`config.mk`:
```
export PLATFORM = sky130hd
export DESIGN_NAME = fcl_loader
export DESIGN_NICKNAME = d
export VERILOG_FILES = /design/src/verilog/fcl_pkg.sv /design/src/verilog/fcl_loader.sv
export SDC_FILE = /design/constraint.sdc
export NUM_CORES = 1
export LEC_CHECK = 0
export BUFFER_PORTS_ARGS = -buffer_cell sky130_fd_sc_hd__buf_2
export CAP_MARGIN = 20
export CORE_MARGIN = 2
export CORE_UTILIZATION = 50
export CTS_BUF_LIST = sky130_fd_sc_hd__clkbuf_8
export DETAILED_ROUTE_END_ITERATION = 12
export HOLD_SLACK_MARGIN = 0.08
export MAX_ROUTING_LAYER = met4
export PLACE_DENSITY = 0.78
export RECOVER_POWER = 25
export SLEW_MARGIN = 30
export SYNTH_ARGS = -nofsm -noshare
export SYNTH_HDL_FRONTEND = slang
export SYNTH_SLANG_ARGS = --single-unit
export TNS_END_PERCENT = 30
```
`constraint.sdc`:
```
create_clock -name clk_i -period 4.31 [get_ports clk_i]
set_input_delay 1.0775 -clock clk_i [delete_from_list [all_inputs] [get_ports clk_i]]
set_output_delay 1.0775 -clock clk_i [all_outputs]
set_load 0.01 [all_outputs]
```
`src/verilog/fcl_pkg.sv`:
```
`default_nettype none
package fcl_pkg;

  // port widths
  localparam int WIDE_W = 36;
  localparam int HALF_W = 18;
  // offset register width, widest depth variant
  localparam int OFS_W_MAX = 10;
  localparam int OFS_W_DEF = 10;
  localparam int OFS_W_MIN = 8;
  // offset registers in a serial or parallel load
  localparam int NUM_OFS = 4;
  localparam int SER_MAX = NUM_OFS * OFS_W_MAX;
  // words in the write-side buffer
  localparam int BUF_DEPTH_DEF = 8;
  // write clock cycles from reset release to full flag high
  localparam int RST_FLAG_CYC = 2;
  localparam logic [1:0] RST_WAIT_LOAD = 2'(RST_FLAG_CYC - 2);
  localparam logic [1:0] F2_WAIT_LOAD = 2'(RST_FLAG_CYC - 1);

  // preset offsets selected by the flag-select pins
  localparam logic [OFS_W_MAX-1:0] PRESET_64 = 10'h040;
  localparam logic [OFS_W_MAX-1:0] PRESET_16 = 10'h010;
  localparam logic [OFS_W_MAX-1:0] PRESET_8 = 10'h008;

  // parallel load order: y1, x1, y2, x2
  localparam logic [1:0] PAR_Y1 = 2'h0;
  localparam logic [1:0] PAR_X1 = 2'h1;
  localparam logic [1:0] PAR_Y2 = 2'h2;
  localparam logic [1:0] PAR_X2 = 2'h3;

  // reset and configuration pins, asynchronous to clk_i except the serial pins while loading
  typedef struct packed {
    logic fifo1_master_reset_n;
    logic fifo2_master_reset_n;
    logic fifo1_partial_reset_n;
    logic fifo2_partial_reset_n;
    logic endian_fallthrough_select;
    logic serial_program_select_n;
    logic flag_select0_serial_data;
    logic flag_select1_serial_enable_n;
  } fcl_pins_t;
  localparam int PIN_N = $bits(fcl_pins_t);

  // the four offset registers
  typedef struct packed {
    logic [OFS_W_MAX-1:0] fifo1_almost_full_offset;
    logic [OFS_W_MAX-1:0] fifo1_almost_empty_offset;
    logic [OFS_W_MAX-1:0] fifo2_almost_full_offset;
    logic [OFS_W_MAX-1:0] fifo2_almost_empty_offset;
  } fcl_ofs_t;

  // latched operating mode
  typedef struct packed {
    logic big_endian;
    logic fifo1_first_word_fallthrough;
    logic fifo2_first_word_fallthrough;
  } fcl_mode_t;

  // offset programming method
  typedef enum logic [1:0] {
    PM_NONE = 2'h0,
    PM_PRESET = 2'h1,
    PM_PARALLEL = 2'h2,
    PM_SERIAL = 2'h3
  } fcl_method_t;

  // fifo1 configuration sequence, gray coded in declaration order
  typedef enum logic [2:0] {
    ST_RESET = 3'h0,
    ST_WAIT = 3'h1,
    ST_PROG = 3'h3,
    ST_RUN = 3'h2
  } fcl_state_t;

endpackage
`default_nettype wire

```
`src/verilog/fcl_loader.sv`:
```
`timescale 1ns/1ps
`default_nettype none

////////////////////////////////////////////////////////////////////////////
// write-side word buffer
module fcl_buf
#(
  parameter int WIDTH = 36,
  parameter int DEPTH = 8
)
(
  // clock and reset
  input wire logic clk_i,
  input wire logic rst_i,
  input wire logic flush_i,
  // fill side
  input wire logic in_valid_i,
  input wire logic [WIDTH-1:0] in_data_i,
  output logic in_ready_o,
  // drain side
  output logic out_valid_o,
  output logic [WIDTH-1:0] out_data_o,
  input wire logic out_ready_i
);
  localparam int AW = $clog2(DEPTH);

  if (DEPTH < 2 || (1 << AW) != DEPTH)
  begin : g_bad_depth
    $error("buffer depth must be a power of two, at least 2");
  end

  typedef struct packed {
    logic [DEPTH-1:0][WIDTH-1:0] mem;
    logic [AW-1:0] wp;
    logic [AW-1:0] rp;
    logic [AW:0] cnt;
  } fcl_buf_st_t;

  fcl_buf_st_t st_ff;
  fcl_buf_st_t nxt_st;
  logic push;
  logic pop;

  // honest flags straight from the count
  assign in_ready_o = (st_ff.cnt != (AW+1)'(DEPTH));
  assign out_valid_o = (st_ff.cnt != '0);
  assign out_data_o = st_ff.mem[st_ff.rp];
  assign push = in_valid_i & in_ready_o;
  assign pop = out_valid_o & out_ready_i;

  // pointer and count update; flush drops everything held
  always_comb
  begin
    nxt_st = st_ff;
    if (push)
    begin
      nxt_st.mem[st_ff.wp] = in_data_i;
      nxt_st.wp = st_ff.wp + 1'b1;
    end
    if (pop)
    begin
      nxt_st.rp = st_ff.rp + 1'b1;
    end
    nxt_st.cnt = st_ff.cnt + (AW+1)'(push) - (AW+1)'(pop);
    if (flush_i)
    begin
      nxt_st.wp = '0;
      nxt_st.rp = '0;
      nxt_st.cnt = '0;
    end
  end

  always_ff @(posedge clk_i)
  begin
    if (rst_i)
      st_ff <= '0;
    else
      st_ff <= nxt_st;
  end
endmodule // fcl_buf

////////////////////////////////////////////////////////////////////////////
// reset-time configuration, offset loading and endian steering
module fcl_loader
#(
  parameter int OFS_W = fcl_pkg::OFS_W_DEF,
  parameter int BUF_DEPTH = fcl_pkg::BUF_DEPTH_DEF
)
(
  // clock and reset
  input wire logic clk_i,
  input wire logic rst_i,
  // reset and configuration pins
  input wire fcl_pkg::fcl_pins_t cfg_pins_i,
  // wide port write side
  input wire logic wide_wr_valid_i,
  input wire logic [fcl_pkg::WIDE_W-1:0] wide_port_data_i,
  output logic wide_port_full_n_o,
  // narrow transmit port
  input wire logic tx_rd_i,
  output logic [fcl_pkg::HALF_W-1:0] tx_port_data_o,
  output logic tx_port_empty_n_o,
  // narrow receive port
  input wire logic rx_wr_i,
  input wire logic [fcl_pkg::HALF_W-1:0] rx_port_data_i,
  output logic rx_port_full_n_o,
  output logic [fcl_pkg::WIDE_W-1:0] rx_word_o,
  output logic rx_word_valid_o,
  // configuration state
  output fcl_pkg::fcl_ofs_t ofs_o,
  output fcl_pkg::fcl_mode_t mode_o
);
  import fcl_pkg::*;

  localparam int SER_BITS = NUM_OFS * OFS_W;

  if (OFS_W < OFS_W_MIN || OFS_W > OFS_W_MAX)
  begin : g_bad_width
    $error("offset width must be 8, 9 or 10");
  end

  typedef struct packed {
    logic [PIN_N-1:0] sy0;
    logic [PIN_N-1:0] sy1;
    logic [PIN_N-1:0] sy2;
    fcl_pins_t lvl;
    fcl_state_t state;
    fcl_method_t method;
    logic [1:0] wcnt;
    logic [1:0] pcnt;
    logic [5:0] scnt;
    logic [SER_MAX-1:0] sr;
    logic samp_pend;
    fcl_mode_t mode;
    fcl_ofs_t ofs;
    logic wflag;
    logic f2_run;
    logic [1:0] f2cnt;
    logic rxflag;
    logic [WIDE_W-1:0] word;
    logic have;
    logic tx_or;
    logic [HALF_W-1:0] tx_data;
    logic rx_half;
    logic [HALF_W-1:0] rx_first;
    logic [WIDE_W-1:0] rx_word;
    logic rx_valid;
  } fcl_st_t;

  fcl_st_t st_ff;
  fcl_st_t nxt_st;
  logic [PIN_N-1:0] agree;
  fcl_pins_t lvl_nxt;
  logic rise1;
  logic rise2;
  logic par_prog;
  logic wr_acc;
  logic buf_in_valid;
  logic buf_in_ready;
  logic buf_out_valid;
  logic [WIDE_W-1:0] buf_out_data;
  logic buf_flush;
  logic tx_pop;
  logic tx_adv;
  logic [OFS_W_MAX-1:0] preset;

  // a pin change counts once the second and third stages agree
  assign agree = ~(st_ff.sy1 ^ st_ff.sy2);
  assign lvl_nxt = fcl_pins_t'((agree & st_ff.sy2) | (~agree & st_ff.lvl));
  assign rise1 = lvl_nxt.fifo1_master_reset_n
    & ~st_ff.lvl.fifo1_master_reset_n;
  assign rise2 = lvl_nxt.fifo2_master_reset_n
    & ~st_ff.lvl.fifo2_master_reset_n;

  // parallel loading keeps the wide port open while the buffer is bypassed
  assign par_prog = (st_ff.state == ST_PROG) && (st_ff.method == PM_PARALLEL);
  assign wide_port_full_n_o = st_ff.wflag & (par_prog | buf_in_ready);
  assign wr_acc = wide_wr_valid_i & wide_port_full_n_o;
  assign buf_in_valid = wide_wr_valid_i & st_ff.wflag
    & (st_ff.state == ST_RUN);
  assign buf_flush = ~st_ff.lvl.fifo1_master_reset_n
    | ~st_ff.lvl.fifo1_partial_reset_n;

  // preset selection from the two flag-select pins
  assign preset = (st_ff.lvl.flag_select0_serial_data
    && st_ff.lvl.flag_select1_serial_enable_n) ? PRESET_64 :
    st_ff.lvl.flag_select1_serial_enable_n ? PRESET_16 : PRESET_8;

  // transmit advance: fall-through refills an idle output by itself
  assign tx_adv = st_ff.mode.fifo1_first_word_fallthrough
    ? (~st_ff.tx_or | tx_rd_i) : tx_rd_i;

  fcl_buf #(
    .WIDTH(WIDE_W),
    .DEPTH(BUF_DEPTH)
  ) u_buf (
    .clk_i(clk_i),
    .rst_i(rst_i),
    .flush_i(buf_flush),
    .in_valid_i(buf_in_valid),
    .in_data_i(wide_port_data_i),
    .in_ready_o(buf_in_ready),
    .out_valid_o(buf_out_valid),
    .out_data_o(buf_out_data),
    .out_ready_i(tx_pop)
  );

  ////////////////////////////////////////////////////////////////////////
  // next-state logic
  always_comb
  begin
    nxt_st = st_ff;
    tx_pop = 1'b0;
    nxt_st.sy0 = cfg_pins_i;
    nxt_st.sy1 = st_ff.sy0;
    nxt_st.sy2 = st_ff.sy1;
    nxt_st.lvl = lvl_nxt;
    nxt_st.rx_valid = 1'b0;

    // timing mode is taken one clock after the release
    if (st_ff.samp_pend)
    begin
      nxt_st.samp_pend = 1'b0;
      nxt_st.mode.fifo1_first_word_fallthrough =
        ~st_ff.lvl.endian_fallthrough_select;
      nxt_st.mode.fifo2_first_word_fallthrough =
        ~st_ff.lvl.endian_fallthrough_select;
    end

    // fifo1 configuration sequence
    case (st_ff.state)
      ST_RESET:
      begin
        if (rise1)
        begin
          nxt_st.samp_pend = 1'b1;
          nxt_st.mode.big_endian =
            st_ff.lvl.endian_fallthrough_select;
          nxt_st.state = ST_WAIT;
          nxt_st.wcnt = RST_WAIT_LOAD;
          nxt_st.method = PM_NONE;
          if (st_ff.lvl.serial_program_select_n
            && (st_ff.lvl.flag_select0_serial_data
            || st_ff.lvl.flag_select1_serial_enable_n))
          begin
            nxt_st.method = PM_PRESET;
            nxt_st.ofs.fifo1_almost_full_offset = preset;
            nxt_st.ofs.fifo1_almost_empty_offset = preset;
            if (rise2)
            begin
              nxt_st.ofs.fifo2_almost_full_offset = preset;
              nxt_st.ofs.fifo2_almost_empty_offset = preset;
            end
          end
          else if (st_ff.lvl.serial_program_select_n && rise2)
          begin
            nxt_st.method = PM_PARALLEL;
            nxt_st.state = ST_PROG;
            nxt_st.pcnt = PAR_Y1;
          end
          else if (!st_ff.lvl.serial_program_select_n && rise2
            && st_ff.lvl.flag_select1_serial_enable_n
            && !st_ff.lvl.flag_select0_serial_data)
          begin
            nxt_st.method = PM_SERIAL;
            nxt_st.state = ST_PROG;
            nxt_st.scnt = '0;
          end
        end
      end
      ST_WAIT:
      begin
        // a partial reset held low keeps the count at its start
        if (!st_ff.lvl.fifo1_partial_reset_n)
          nxt_st.wcnt = RST_WAIT_LOAD;
        else if (st_ff.wcnt == '0)
          nxt_st.state = ST_RUN;
        else
          nxt_st.wcnt = st_ff.wcnt - 1'b1;
      end
      ST_PROG:
      begin
        if (st_ff.method == PM_PARALLEL)
        begin
          if (wr_acc)
          begin
            // low data bits carry the value, top bit most significant
            case (st_ff.pcnt)
              PAR_Y1: nxt_st.ofs.fifo1_almost_full_offset =
                OFS_W_MAX'(wide_port_data_i[OFS_W-1:0]);
              PAR_X1: nxt_st.ofs.fifo1_almost_empty_offset =
                OFS_W_MAX'(wide_port_data_i[OFS_W-1:0]);
              PAR_Y2: nxt_st.ofs.fifo2_almost_full_offset =
                OFS_W_MAX'(wide_port_data_i[OFS_W-1:0]);
              default: nxt_st.ofs.fifo2_almost_empty_offset =
                OFS_W_MAX'(wide_port_data_i[OFS_W-1:0]);
            endcase
            nxt_st.pcnt = st_ff.pcnt + 1'b1;
            if (st_ff.pcnt == PAR_X2)
              nxt_st.state = ST_RUN;
          end
        end
        // serial pins are clocked by clk_i while loading; the agree filter
        // would swallow a data bit that changes on every clock
        else if (!cfg_pins_i.flag_select1_serial_enable_n)
        begin
          // msb first; after the last bit y1 sits on top, x2 at the bottom
          nxt_st.sr = {st_ff.sr[SER_MAX-2:0],
            cfg_pins_i.flag_select0_serial_data};
          nxt_st.scnt = st_ff.scnt + 1'b1;
          if (st_ff.scnt == 6'(SER_BITS - 1))
          begin
            nxt_st.state = ST_RUN;
            nxt_st.ofs = '0;
            nxt_st.ofs.fifo1_almost_full_offset[OFS_W-1:0] =
              nxt_st.sr[4*OFS_W-1 -: OFS_W];
            nxt_st.ofs.fifo1_almost_empty_offset[OFS_W-1:0] =
              nxt_st.sr[3*OFS_W-1 -: OFS_W];
            nxt_st.ofs.fifo2_almost_full_offset[OFS_W-1:0] =
              nxt_st.sr[2*OFS_W-1 -: OFS_W];
            nxt_st.ofs.fifo2_almost_empty_offset[OFS_W-1:0] =
              nxt_st.sr[OFS_W-1:0];
          end
        end
      end
      default:
      begin
        // partial reset clears flags and drops the buffered words; config stays as it is
        if (!st_ff.lvl.fifo1_partial_reset_n)
        begin
          nxt_st.state = ST_WAIT;
          nxt_st.wcnt = RST_WAIT_LOAD;
        end
      end
    endcase
    // filtered next level, so the release cycle is not pulled back
    if (!lvl_nxt.fifo1_master_reset_n)
      nxt_st.state = ST_RESET;

    // wide flag stays low through serial loading, high one edge after
    nxt_st.wflag = ((st_ff.state == ST_RUN) || par_prog)
      && (nxt_st.state != ST_RESET)
      && (nxt_st.state != ST_WAIT);

    // fifo2 write side comes up two clocks after its own release
    if (!st_ff.lvl.fifo2_master_reset_n || !st_ff.lvl.fifo2_partial_reset_n)
    begin
      nxt_st.f2_run = 1'b0;
      nxt_st.f2cnt = F2_WAIT_LOAD;
      nxt_st.rx_half = 1'b0;
    end
    else if (st_ff.f2cnt != '0)
      nxt_st.f2cnt = st_ff.f2cnt - 1'b1;
    else
      nxt_st.f2_run = 1'b1;
    // receive flag waits for offset loading to finish
    nxt_st.rxflag = nxt_st.f2_run && (st_ff.state != ST_PROG)
      && (st_ff.state != ST_RESET);

    // transmit side splits long words into halves in endian order
    if (tx_adv)
    begin
      if (st_ff.have)
      begin
        nxt_st.tx_data = st_ff.mode.big_endian
          ? st_ff.word[HALF_W-1:0] : st_ff.word[WIDE_W-1:HALF_W];
        nxt_st.have = 1'b0;
        nxt_st.tx_or = 1'b1;
      end
      else if (buf_out_valid)
      begin
        tx_pop = 1'b1;
        nxt_st.word = buf_out_data;
        nxt_st.tx_data = st_ff.mode.big_endian
          ? buf_out_data[WIDE_W-1:HALF_W]
          : buf_out_data[HALF_W-1:0];
        nxt_st.have = 1'b1;
        nxt_st.tx_or = 1'b1;
      end
      else
        nxt_st.tx_or = 1'b0;
    end
    if (buf_flush)
    begin
      nxt_st.have = 1'b0;
      nxt_st.tx_or = 1'b0;
    end

    // receive side packs two halves into one long word
    if (rx_wr_i && st_ff.rxflag)
    begin
      if (!st_ff.rx_half)
      begin
        nxt_st.rx_first = rx_port_data_i;
        nxt_st.rx_half = 1'b1;
      end
      else
      begin
        nxt_st.rx_word = st_ff.mode.big_endian
          ? {st_ff.rx_first, rx_port_data_i}
          : {rx_port_data_i, st_ff.rx_first};
        nxt_st.rx_valid = 1'b1;
        nxt_st.rx_half = 1'b0;
      end
    end
  end

  // one register for the whole state
  always_ff @(posedge clk_i)
  begin
    if (rst_i)
      st_ff <= '0;
    else
      st_ff <= nxt_st;
  end

  // outputs; standard mode shows the empty flag, fall-through output ready
  assign tx_port_data_o = st_ff.tx_data;
  assign tx_port_empty_n_o = st_ff.mode.fifo1_first_word_fallthrough
    ? st_ff.tx_or : (st_ff.have | buf_out_valid);
  assign rx_port_full_n_o = st_ff.rxflag;
  assign rx_word_o = st_ff.rx_word;
  assign rx_word_valid_o = st_ff.rx_valid;
  assign ofs_o = st_ff.ofs;
  assign mode_o = st_ff.mode;
endmodule // fcl_loader
`default_nettype wire

```
==> metrics.txt <==
total track usage=between 20 and 30%; via density per instance=~5.8; worst reg2reg setup slack=1030 ps; DRT Pass-1 Iters=6; Mapped Nets=roughly 2,900; failing checks=max-capacitance violations, max-slew violations; final worst slack=approximately 740 ps; reg-to-reg endpoint=u_buf.st_ff[238]; Min-Delay Endpoint=nxt_st[224]; depth of the most critical reg-to-reg path=7; initial antenna violation count=8; Root Buffer Master=clkbuf_8; die width=approximately 220 um; most numerous cell in the Yosys netlist=nand2_1; register area=about 11,000 um^2; total design power=just under 10 mW; Yosys warning total=0; top_reg_cell synth=dfxtp_1; Clock Tree Buf Depth=3; internal power=around 7.5 mW; via count of the first global-routing pass=around 19,000; Synth top area share=45.75%; post-CTS sizing=0; Final nets=around 2,800; Die Area=49,380 um^2; Pwr Density=about 380 nW/um^2; area delta synth->final=7.584%; std cell rows=79; H-tree lvl count=3; global route overflow=0; iteration-0 DRC count of the detailed router=1,984; I/O pin count=approximately 170; CTS Sinks=544; Yosys reg bits=approximately 540; worst-skew pair later-pin latency=700 ps; Worst Max-Slew Pin Slew=between 2000 and 2500 ps; fin crit period=about 3600 ps; nature of the critical path endpoint=output pin; Max Slew Vio Count=approximately 310; DIE HEIGHT=around 220 um; # setup viols final=0; combinational group share of total power=under 10%; Worst Path Arrival=about 2500 ps; Tightest Hold Check Type=reg -> reg; startpoint class of the critical path=flip-flop; sequential share of power=51.9%; share of cells above drive strength 1=approximately 14%; Max-Slew Margin vs Limit=-43.45%; largest net degree at the start of global routing=~250; TritonCTS clock tree=yes; RSZ-0062 raised after global routing=false; DRC violations left=0; Worst EP required=around 3200 ps; clock skew=about 49 ps; first-pass GRT wire length=approximately 100,000 um; Min-Delay Path Depth=1; Clk pin slew, worst setup/hold paths=approximately 50 ps; Post-Syn Area=about 24,000 um^2; multi-input logic area=roughly 11,000 um^2; Crit Reg-Reg Startpoint=st_ff[214]; VDD IR-drop max=0.2158 mV; Mapped Cells=2,773; final WL=between 60,000 and 70,000 um; sequential fraction of the synthesis area=a little under half; CTS buffer count=90; final worst-path cycle share=between 80% and 90%; setup TNS=0 ps; Synth area leader=dfxtp_1; FMAX=0.2804 GHz; Initial Utilization=between 50 and 60%; Net Switching=~2.3 mW; Synth async-reset ratio=0%; P_leak=~8.5 nW; post-route ant nets=0; routability cong.=between 0.8 and 0.9; dpl hpwl=38,890 um; switching power share of the total=between 20% and 30%; Netlist cell types=67; total number of vias=between 15,000 and 20,000; worst-path maximum fanout=12; filler cell count=about 4,000; Synth area leaders=dfxtp_1 46%, nand2_1 13%, a21oi_1 8.5%; status=finished with violations; CP Class=reg -> out; Clk network pwr share=~46%; pre-CTS setup slack=1029 ps; post-CTS setup buffer count=0; DR WL/cell=18.72 um; Hold Startpoint=nxt_st[232]; max-cap violations=3; Hold Fails Final Rpt=0; hold_ws=a little over 400 ps; Synth Area per Inst=approximately 8.6 um^2; leading post-synthesis cells by instance count=801 x nand2_1, 544 x dfxtp_1, 402 x a21oi_1; EDFF count, synth=0; IO buf count=167; core area=around 47,000 um^2; CTS Hold Buffers Added=0
==> registers in the layout (all words and copies together), names as in the netlist, named ones only <==
signal	count
st_ff	126
ofs_o	40
nxt_st	16
mode_o	2
tx_port_data_o	18
u_buf.st_ff	298
rx_port_full_n_o	1
rx_word_valid_o	1
rx_word_o	36
==> routing by layer <==
layer	GRT usage, %	up-vias	part of all wire (%)
li1	-	9235	-
met1	31.38	9473	40
met2	41.60	918	47
met3	5.594	170	9.4
met4	11.97	0	3.4
met5	-	-	0
==> worst max path at each step <==
stage	start	to
after CTS	st_ff[214]	wide_port_full_n_o
after global routing	st_ff[214]	wide_port_full_n_o
after floorplan	tx_rd_i	u_buf.st_ff[2]
final	st_ff[214]	wide_port_full_n_o
after detailed placement	wide_wr_valid_i	u_buf.st_ff[250]
after global placement	wide_wr_valid_i	u_buf.st_ff[251]
==> worst max-delay path, cell delays in order (launching register included) <==
cell and delay, ps:
dfxtp_1 490, and3b_1 530, nand2_1 200, a21boi_0 400, buf_2 210
==> stage by stage <==
stage,instances,cell area [um^2],utilization (%)
6_report,3420,25610,54.78
4_1_cts,3411,25680,54.93
2_1_floorplan,2773,23810,-
5_1_grt,3420,25610,54.78
3_3_place_gp,3248,23870,51.04
3_5_place_dp,3248,23880,51.08
==> logic make-up after synthesis <==
| kind of cell | after synthesis | synth area share (%) |
|---|---|---|
| flip-flops | 544 | 45.75 |
| buffers and inverters | 350 | 8.062 |
| AND/OR/NAND/NOR | 1061 | 18.57 |
| adder cells (fa/ha/maj) | 18 | 0.9670 |
| XOR/XNOR | 9 | 0.3311 |
| AO/OA/AOI/OAI | 599 | 14.36 |
| multiplexers | 192 | 11.96 |
==> cell type report <==
type / instances / area share (%)
clock inverter: 49 / 0.9038
tap: 607 / 2.965
timing repair buffer: 202 / 4.152
inverter: 17 / 0.2491
multi-input combinational: 1879 / 42.97
sequential: 544 / 42.56
clock buffer: 114 / 6.126
antenna: 8 / 0.07816
==> placed cells by master (no fill, tap or decap), types with 6 or more instances in the layout <==
master and instances:
nand2_1 801, dfxtp_1 540, a21oi_1 402, nor2_1 116, clkbuf_8 114, buf_2 112
mux2i_1 100, a211oi_1 77, mux4_2 72, o21ai_0 58, inv_1 57, clkbuf_1 56
nor2b_1 48, buf_4 29, mux2_2 20, o31a_1 18, o22ai_1 18, nand3_1 16
ha_1 16, or3_1 11, nor3_1 10, diode_2 8, and2_1 8, nand2b_1 8
nand3b_1 7, and3_1 7, xor2_1 6, a31o_2 6
==> power groups by stage <==
| stage | registers (mW) | clock network [mW] | logic (mW) |
|---|---|---|---|
| 2_1_floorplan | 5.15 | 0 | 0.136 |
| 3_3_place_gp | 5.15 | 0 | 0.186 |
| 3_5_place_dp | 5.15 | 0 | 0.191 |
| 4_1_cts | 5.04 | 4.53 | 0.192 |
| 5_1_grt | 5.04 | 4.76 | 0.211 |
| 6_report | 5.04 | 4.48 | 0.196 |
No activity file was read; power rests on OpenSTA's default activity.
